<file path="src/usb_evt_defines.svh">
// Offsets, bit positions, reset values and timing figures of the USB event flag block
`ifndef USB_EVT_DEFINES_SVH
`define USB_EVT_DEFINES_SVH

// ==========================================
// Register byte offsets
`define EVT_FLAGS_OFFSET 8'h00
`define EVT_ENABLES_OFFSET 8'h04

// ==========================================
// Flag and enable bit positions
`define BIT_BUS_RESET 0
`define BIT_FAULT 1
`define BIT_FRAME_START 2
`define BIT_TRANSACTION_DONE 3
`define BIT_BUS_IDLE 4
`define BIT_WAKEUP 5
`define BIT_UNUSED 6
`define BIT_HALT_SENT 7

// ==========================================
// Reset values and implemented-bit mask
`define EVT_FLAGS_RESET 8'h00
`define EVT_ENABLES_RESET 8'h00
`define EVT_IMPL_MASK 8'hBF

// ==========================================
// Timing figures
`define CLK_PERIOD_NS 20
`define RESET_QUAL_NS 2500
`define WAKEUP_QUAL_NS 2500
`define IDLE_QUAL_NS 3000000

`endif

</file>
<file path="src/usb_evt_pkg.sv">
// Types shared by the USB event flag block
package usb_evt_pkg;

   // ==========================================
   // Decoded state of the differential pair
   typedef enum logic [1:0] {
      LINE_SE0,
      LINE_J,
      LINE_K,
      LINE_SE1
   } line_state_t;

   // ==========================================
   // Register selected by a bus address
   typedef enum logic [1:0] {
      SEL_FLAGS,
      SEL_ENABLES,
      SEL_NONE
   } reg_sel_t;

endpackage

</file>
<file path="src/dur_timer_if.sv">
// Condition and qualified-event pair between the flag block and a duration timer
`timescale 1ns/1ps
interface dur_timer_if;
   logic cond; // Condition being timed
   logic fire; // One-cycle pulse once the condition held long enough

   // Side that supplies the condition
   modport owner (output cond, input fire);
   // Side that times it
   modport timer (input cond, output fire);
endinterface

</file>
<file path="src/dur_timer.sv">
// Counts how long a condition holds and pulses once per episode
`timescale 1ns/1ps
module dur_timer #(
   parameter int CYCLES = 125
) (
   // Clock and reset
   input wire logic clk,
   input wire logic rst_n,
   // Condition in, event out
   dur_timer_if.timer tif
);

   localparam int CW = $clog2(CYCLES + 1);

   logic [CW-1:0] count_q; // Cycles the condition has held
   logic [CW-1:0] count_d;
   logic done_q; // Episode already reported
   logic done_d;
   logic fire_q; // Registered event pulse
   logic fire_d;

   // ==========================================
   // Next state
   always_comb begin
      count_d = count_q;
      done_d = done_q;
      fire_d = 1'b0;
      if (!tif.cond) begin
         // Any break restarts the episode
         count_d = '0;
         done_d = 1'b0;
      end else if (!done_q) begin
         if (count_q == CW'(CYCLES - 1)) begin
            // Held for the full time: report once
            fire_d = 1'b1;
            done_d = 1'b1;
         end else begin
            count_d = count_q + CW'(1);
         end
      end
   end

   // ==========================================
   // Registers
   always_ff @(posedge clk or negedge rst_n) begin
      if (!rst_n) begin
         count_q <= '0;
         done_q <= 1'b0;
         fire_q <= 1'b0;
      end else begin
         count_q <= count_d;
         done_q <= done_d;
         fire_q <= fire_d;
      end
   end

   assign tif.fire = fire_q;

endmodule

</file>
<file path="src/usb_event_flags.sv">
// USB device interrupt flags and enables with a classic Wishbone slave
// How it works
// - Each flag gated by its enable bit.
// - Enabled flags ORed into one interrupt line.
// - Flags stick until software writes one.
// - Flags and enables read zero after reset.
// - Bit 7 sets when halt handshake sent.
// - Bit 5 sets after K for 2.5 us while suspended.
// - Bit 4 sets after 3 ms idle.
// - Any bus activity restarts the idle timer.
// - Bit 3 sets when a transaction completes.
// - Clearing bit 3 advances endpoint status.
// - Bit 2 sets on start-of-frame token.
// - Bit 1 sets on any enabled fault condition.
// - Bit 0 sets after 2.5 us reset.
// - Bus reset reported once per episode.
// - Enable bits sit at flag positions.
// - Fault summary is OR of enabled faults.
`timescale 1ns/1ps
`include "usb_evt_defines.svh"
module usb_event_flags #(
   parameter int IDLE_CYCLES = (`IDLE_QUAL_NS + `CLK_PERIOD_NS - 1) / `CLK_PERIOD_NS,
   parameter int FAULT_W = 8
) (
   // Clock and reset
   input wire logic CLOCK_I,
   input wire logic RESETN_I,
   // Wishbone slave
   input wire logic WB_CYC_I,
   input wire logic WB_STB_I,
   input wire logic WB_WE_I,
   input wire logic [7:0] WB_ADR_I,
   input wire logic [3:0] WB_SEL_I,
   input wire logic [31:0] WB_DAT_I,
   output logic [31:0] WB_DAT_O,
   output logic WB_ACK_O,
   // Serial interface engine events, same clock
   input wire logic HALT_SENT_I,
   input wire logic TRANSACTION_DONE_I,
   input wire logic FRAME_START_I,
   input wire logic [FAULT_W-1:0] FAULT_STATUS_I,
   input wire logic [FAULT_W-1:0] FAULT_ENABLE_I,
   // Bus lines, asynchronous
   input wire logic POSITIVE_LINE_I,
   input wire logic NEGATIVE_LINE_I,
   // Results
   output logic IRQ_O,
   output logic STATUS_ADVANCE_O,
   output logic SUSPENDED_O
);

   localparam int RESET_CYCLES = (`RESET_QUAL_NS + `CLK_PERIOD_NS - 1) / `CLK_PERIOD_NS;
   localparam int WAKEUP_CYCLES = (`WAKEUP_QUAL_NS + `CLK_PERIOD_NS - 1) / `CLK_PERIOD_NS;

   // ==========================================
   // Helpers
   // Address decode
   function automatic usb_evt_pkg::reg_sel_t decode(input logic [7:0] adr);
      usb_evt_pkg::reg_sel_t s;
      s = usb_evt_pkg::SEL_NONE;
      if (adr == `EVT_FLAGS_OFFSET) begin
         s = usb_evt_pkg::SEL_FLAGS;
      end else if (adr == `EVT_ENABLES_OFFSET) begin
         s = usb_evt_pkg::SEL_ENABLES;
      end
      return s;
   endfunction

   // Line state from the synchronised pair
   function automatic usb_evt_pkg::line_state_t line_of(input logic dp, input logic dn);
      usb_evt_pkg::line_state_t l;
      unique case ({dp, dn})
         2'b00: l = usb_evt_pkg::LINE_SE0;
         2'b10: l = usb_evt_pkg::LINE_J;
         2'b01: l = usb_evt_pkg::LINE_K;
         2'b11: l = usb_evt_pkg::LINE_SE1;
      endcase
      return l;
   endfunction

   // ==========================================
   // Line synchronisers
   logic [1:0] dp_sync_q; // Positive line, stage 0 then 1
   logic [1:0] dn_sync_q; // Negative line, stage 0 then 1
   logic [1:0] dp_sync_d;
   logic [1:0] dn_sync_d;
   usb_evt_pkg::line_state_t line; // Decoded line state

   // Shift pins through two stages
   always_comb begin
      dp_sync_d = {dp_sync_q[0], POSITIVE_LINE_I};
      dn_sync_d = {dn_sync_q[0], NEGATIVE_LINE_I};
   end

   always_ff @(posedge CLOCK_I or negedge RESETN_I) begin
      if (!RESETN_I) begin
         // Idle J state at reset
         dp_sync_q <= 2'h3;
         dn_sync_q <= 2'h0;
      end else begin
         dp_sync_q <= dp_sync_d;
         dn_sync_q <= dn_sync_d;
      end
   end

   // Only the second stage is decoded
   assign line = line_of(dp_sync_q[1], dn_sync_q[1]);

   // ==========================================
   // Duration timers
   dur_timer_if idle_tif ();
   dur_timer_if reset_tif ();
   dur_timer_if wake_tif ();

   logic suspended_q; // Bus is in suspend
   logic suspended_d;

   // Idle is J; anything else is activity and restarts the count
   assign idle_tif.cond = (line == usb_evt_pkg::LINE_J);
   // Bus reset is SE0 held
   assign reset_tif.cond = (line == usb_evt_pkg::LINE_SE0);
   // Wakeup is K held while suspended
   assign wake_tif.cond = suspended_q && (line == usb_evt_pkg::LINE_K);

   // Idle timer, parameter so a bench can shorten it
   dur_timer #(.CYCLES(IDLE_CYCLES)) u_idle (
      .clk(CLOCK_I),
      .rst_n(RESETN_I),
      .tif(idle_tif.timer)
   );

   // Bus reset qualifier, one pulse per episode
   dur_timer #(.CYCLES(RESET_CYCLES)) u_reset (
      .clk(CLOCK_I),
      .rst_n(RESETN_I),
      .tif(reset_tif.timer)
   );

   // Wakeup qualifier
   dur_timer #(.CYCLES(WAKEUP_CYCLES)) u_wake (
      .clk(CLOCK_I),
      .rst_n(RESETN_I),
      .tif(wake_tif.timer)
   );

   // ==========================================
   // Suspend tracking
   always_comb begin
      suspended_d = suspended_q;
      if (idle_tif.fire) begin
         // Long idle enters suspend
         suspended_d = 1'b1;
      end else if (wake_tif.fire || reset_tif.fire) begin
         // Wakeup or bus reset leaves it
         suspended_d = 1'b0;
      end
   end

   always_ff @(posedge CLOCK_I or negedge RESETN_I) begin
      if (!RESETN_I) begin
         suspended_q <= 1'b0;
      end else begin
         suspended_q <= suspended_d;
      end
   end

   // ==========================================
   // Flags, enables and bus slave
   logic [7:0] flags_q; // Sticky event flags
   logic [7:0] flags_d;
   logic [7:0] enables_q; // Per-flag enables
   logic [7:0] enables_d;
   logic ack_q; // Bus acknowledge
   logic ack_d;
   logic [31:0] rdata_q; // Read data
   logic [31:0] rdata_d;
   logic irq_q; // Interrupt line
   logic irq_d;
   logic advance_q; // Endpoint status advance pulse
   logic advance_d;
   logic [7:0] set_vec; // Events this cycle
   logic [7:0] clr_vec; // Write-one-to-clear mask
   logic access; // New bus request this cycle
   logic wr_lane0; // Write touching the low byte
   usb_evt_pkg::reg_sel_t sel; // Decoded register

   assign access = WB_CYC_I && WB_STB_I && !ack_q;
   assign wr_lane0 = access && WB_WE_I && WB_SEL_I[0];
   assign sel = decode(WB_ADR_I);

   always_comb begin
      // Gather hardware events
      set_vec = 8'h00;
      set_vec[`BIT_HALT_SENT] = HALT_SENT_I;
      set_vec[`BIT_WAKEUP] = wake_tif.fire;
      set_vec[`BIT_BUS_IDLE] = idle_tif.fire;
      set_vec[`BIT_TRANSACTION_DONE] = TRANSACTION_DONE_I;
      set_vec[`BIT_FRAME_START] = FRAME_START_I;
      set_vec[`BIT_FAULT] = |(FAULT_STATUS_I & FAULT_ENABLE_I);
      set_vec[`BIT_BUS_RESET] = reset_tif.fire;

      // Software clear mask, only from a flags write
      clr_vec = 8'h00;
      if (wr_lane0 && sel == usb_evt_pkg::SEL_FLAGS) begin
         clr_vec = WB_DAT_I[7:0];
      end

      // Set wins over clear; bit 6 never stores
      flags_d = ((flags_q & ~clr_vec) | set_vec) & `EVT_IMPL_MASK;

      // Enables write straight through at flag positions
      enables_d = enables_q;
      if (wr_lane0 && sel == usb_evt_pkg::SEL_ENABLES) begin
         enables_d = WB_DAT_I[7:0] & `EVT_IMPL_MASK;
      end

      // Clearing a set done flag advances endpoint status
      advance_d = clr_vec[`BIT_TRANSACTION_DONE] && flags_q[`BIT_TRANSACTION_DONE];

      // Gate each flag by its enable and OR them
      irq_d = |(flags_d & enables_d);

      // One-cycle acknowledge, unmapped reads zero
      ack_d = access;
      rdata_d = rdata_q;
      if (access) begin
         unique case (sel)
            usb_evt_pkg::SEL_FLAGS: rdata_d = {24'h000000, flags_q};
            usb_evt_pkg::SEL_ENABLES: rdata_d = {24'h000000, enables_q};
            usb_evt_pkg::SEL_NONE: rdata_d = 32'h00000000;
            default: rdata_d = 32'h00000000;
         endcase
      end
   end

   always_ff @(posedge CLOCK_I or negedge RESETN_I) begin
      if (!RESETN_I) begin
         flags_q <= `EVT_FLAGS_RESET;
         enables_q <= `EVT_ENABLES_RESET;
         ack_q <= 1'b0;
         rdata_q <= 32'h00000000;
         irq_q <= 1'b0;
         advance_q <= 1'b0;
      end else begin
         flags_q <= flags_d;
         enables_q <= enables_d;
         ack_q <= ack_d;
         rdata_q <= rdata_d;
         irq_q <= irq_d;
         advance_q <= advance_d;
      end
   end

   // ==========================================
   // Outputs, all from flip-flops
   assign WB_ACK_O = ack_q;
   assign WB_DAT_O = rdata_q;
   assign IRQ_O = irq_q;
   assign STATUS_ADVANCE_O = advance_q;
   assign SUSPENDED_O = suspended_q;

endmodule

</file>
<file path="config.mk">
export PLATFORM = sky130hd
export DESIGN_NAME = usb_event_flags
export DESIGN_NICKNAME = d
export VERILOG_FILES = /design/src/usb_evt_pkg.sv /design/src/dur_timer_if.sv /design/src/dur_timer.sv /design/src/usb_event_flags.sv
export VERILOG_INCLUDE_DIRS = /design/src /design/src/src
export SDC_FILE = /design/constraint.sdc
export NUM_CORES = 1
export LEC_CHECK = 0
export BUFFER_PORTS_ARGS = -buffer_cell sky130_fd_sc_hd__buf_2
export CAP_MARGIN = 20
export CORE_MARGIN = 2
export CORE_UTILIZATION = 41
export CTS_BUF_LIST = sky130_fd_sc_hd__clkbuf_8
export CTS_CLUSTER_DIAMETER = 30
export DETAILED_ROUTE_END_ITERATION = 8
export HOLD_SLACK_MARGIN = 0.02
export PLACE_DENSITY = 0.69
export SYNTH_ARGS = -nofsm -noshare
export SYNTH_HDL_FRONTEND = slang
export SYNTH_SLANG_ARGS = --single-unit
</file>
<file path="constraint.sdc">
create_clock -name CLOCK_I -period 2.1 [get_ports CLOCK_I]
set_input_delay 0.315 -clock CLOCK_I [delete_from_list [all_inputs] [get_ports CLOCK_I]]
set_output_delay 0.315 -clock CLOCK_I [all_outputs]
set_load 0.005 [all_outputs]
</file>
==> impl_results.md <==
* Die Wd at 93.56 um
* Gr usage total at 0.1514
* Post-route insts no fill at 487
* Core area at 7767 um2
* Mapped Cells at 314
* PD cells at 713.7 nW/um2
* Largest net degree at the start of global routing at 41
* Slew @ Worst Pin at 0.6719 ns
* DRC at 0
* Register area at 1679 um2
* Area of the die at 8753 um2
* Vias per cell at 4.953
* Initial antenna violation count at 0
* CP required at 2.32 ns
* Synthesized flop and latch total at 67
* Nets at 455
* RSZ-0062 raised after global routing: false
* Final period util at 0.9735
* Fillers at 714
* Antenna Nets Post-Route at 0
* CP endpoint kind: register
* Startpoint Class: input pin
* Area of the multi-input gates at 1434 um2
* # diodes at 0
* Starting DRT DRC Count at 90
* Slew Limit Headroom at 0.5499
* Synth cell types at 47
* Detailed Place HPWL at 4.390 mm
* Top FF cell, synth: dfrtp_1
* Setup-failing EPs final at 0
* Syn avg cell area at 10.47 um2
* Vias at 2412
* RePlAce Congestion at 0.8129
* FP Rows at 32
* Initial core utilization at 0.4233
* IO Port Bufs at 52
* Hold WC Path Type: input pin to register
* Layout area overhead at 18.30%
* Sink Count at 67
* Skew final at 0.01067 ns
* Yosys warnings at 0
* Maximum vdd drop at 0.3606 mV
* Vias in the first global route at 2279
* First-pass GRT wire length at 10.28 mm
* Chip Height at 93.56 um
* Synth Cell Area at 3288 um2
* Clock root cell: clkbuf_8
* First-pass detailed-route iteration total at 4
* H-tree depth at 3
* Leakage power at 1.839 nW
* TritonCTS clock tree: done
* Drt wl/cell at 12.65 um
* Run status: finished, final reports clean
* Post-synthesis async set-or-reset flop share at 1.000
* Post-Layout Inst Area at 3890 um2
* Seq/Total Area, Yosys at 0.5107
* Setup TNS at 0 ns
* Maximum fanout along the worst path at 7
* Ports at 106
* Tmin final at 2.044 ns
* Final hold vios at 0
* Clock slew at reported path FFs at 0.08 ns
* Global route total overflow at 0
* CTS max path bufs at 2
* Num CTS Buffers at 9
* Max-cap viol count at 0
* Upper clock frequency limit at 489.1 MHz
* Layout cells sized above 1 at 0.2442
* Cell area after placement at 3625 um2
* Worst Path Arrival at 2.26 ns
* Crit Path Class: input pin to register
* WL final at 6.162 mm
* Clk Latency, worst-skew pair at 0.34 ns
* Max-slew violation total from the final report at 0
* Cell count after placement at 470
* Post-synth EDFFs at 0
-- placed cells by master, fill, tap and decap left out, types with 5 or more instances in the layout --
cell and instances:
nor2_1 39, a31oi_1 7, xnor2_1 7, buf_4 9, inv_1 11, mux2i_1 7, xor2_1 19, and4_1 5
nand4_1 10, nand3_1 7, nand2_1 24, o21ai_0 13, clkbuf_8 10, a22oi_1 5, buf_2 52, conb_1 25
ha_1 5, mux2_4 6, dfrtp_1 65, nor3_1 7
-- layout make-up --
type                            count  share of cell area
Clock inverter                      6             0.02895
Inverter                           11             0.01061
Clock buffer                       10             0.03538
Tap cell                          102             0.03281
Sequential cell                    67              0.4317
Multi-Input combinational cell    228              0.3686
Timing Repair Buffer               63             0.09199
-- worst paths after layout --
path,to,from,cells past startpoint,slack [ns]
setup / recovery,IRQ_O,WB_ADR_I[1],6,0.06
hold / removal,dp_sync_q[0],POSITIVE_LINE_I,1,0.07
setup reg to reg,IRQ_O,WB_ACK_O,5,0.13
hold reg to reg,dn_sync_q[1],dn_sync_q[0],0,0.35
max in group asynchronous,u_reset.count_q[0],RESETN_I,3,0.94
min in group asynchronous,u_idle.count_q[1],RESETN_I,2,0.53
-- cell usage after synthesis (10+ instances only) --
| cell | number | area (um2) |
|---|---|---|
| nor2_1 | 39 | 146.4 |
| buf_4 | 25 | 187.7 |
| inv_1 | 11 | 41.29 |
| dfrtp_1 | 65 | 1627 |
| xor2_1 | 19 | 166.4 |
| nand4_1 | 10 | 62.56 |
| o21ai_0 | 13 | 65.06 |
| nand2_1 | 24 | 90.09 |
-- where the power goes --
group	switching [mW]	internal [mW]	leakage [nW]	total, mW
clock network	0.496	0.823	0.126	1.32
logic	0.0852	0.0624	0.822	0.148
registers	0.00754	1.30	0.890	1.31
-- flip-flops by register name, summed over array words and instances (netlist names), 2 cells and up --
signal	flops
u_idle.count_q	18
WB_DAT_O	7
enables_q	7
flags_q	7
u_reset.count_q	7
u_wake.count_q	7
dn_sync_q	2
dp_sync_q	2
-- worst max-delay path: stages --
cell and delay, ns:
buf_2 0.10, or4_4 0.53, or4_4 0.66, mux2_4 0.34, a22oi_1 0.19, nand4_1 0.12
-- repair_timing --
action	in CTS	in global routing
hold endpoints to repair	25	0
endpoints found under the setup margin	0	1
resized for setup	0	1
setup buffers	0	0
hold buffers	1	0
-- layer usage --
metal | vias up | global-route usage | share of wire
li1 | 1180 | - | -
met1 | 1154 | 0.1944 | 0.46
met2 | 69 | 0.2428 | 0.46
met3 | 9 | 0.03143 | 0.062
met4 | 0 | 0.07609 | 0.020
met5 | - | 0 | 0
-- cell families (layout without fill, tap and decap cells) --
group,count (synthesis),in the layout,share of synthesized area
XOR/XNOR,26,26,0.06925
AND/OR/NAND/NOR,119,119,0.1891
adder cells (fa/ha/maj),5,5,0.01903
flip-flops,67,67,0.5107
multiplexers,14,14,0.05213
AO/OA/AOI/OAI,39,39,0.07648
buffers and inverters,43,90,0.08219
other,1,25,0.001140
-- per-stage QoR --
stage	power [mW]	setup slack, ns	hold slack, ns	utilization
after global routing	2.882	0.01577	0.05610	0.5008
after floorplan	1.424	-0.06362	0.01941	-
after CTS	2.805	0.1065	0.05769	0.5002
final	2.776	0.05559	0.06852	0.5008
after detailed placement	1.483	-0.2247	0.3416	0.4667
after global placement	1.479	-0.2346	0.3354	0.4667
No activity file was read; power rests on OpenSTA's default activity.
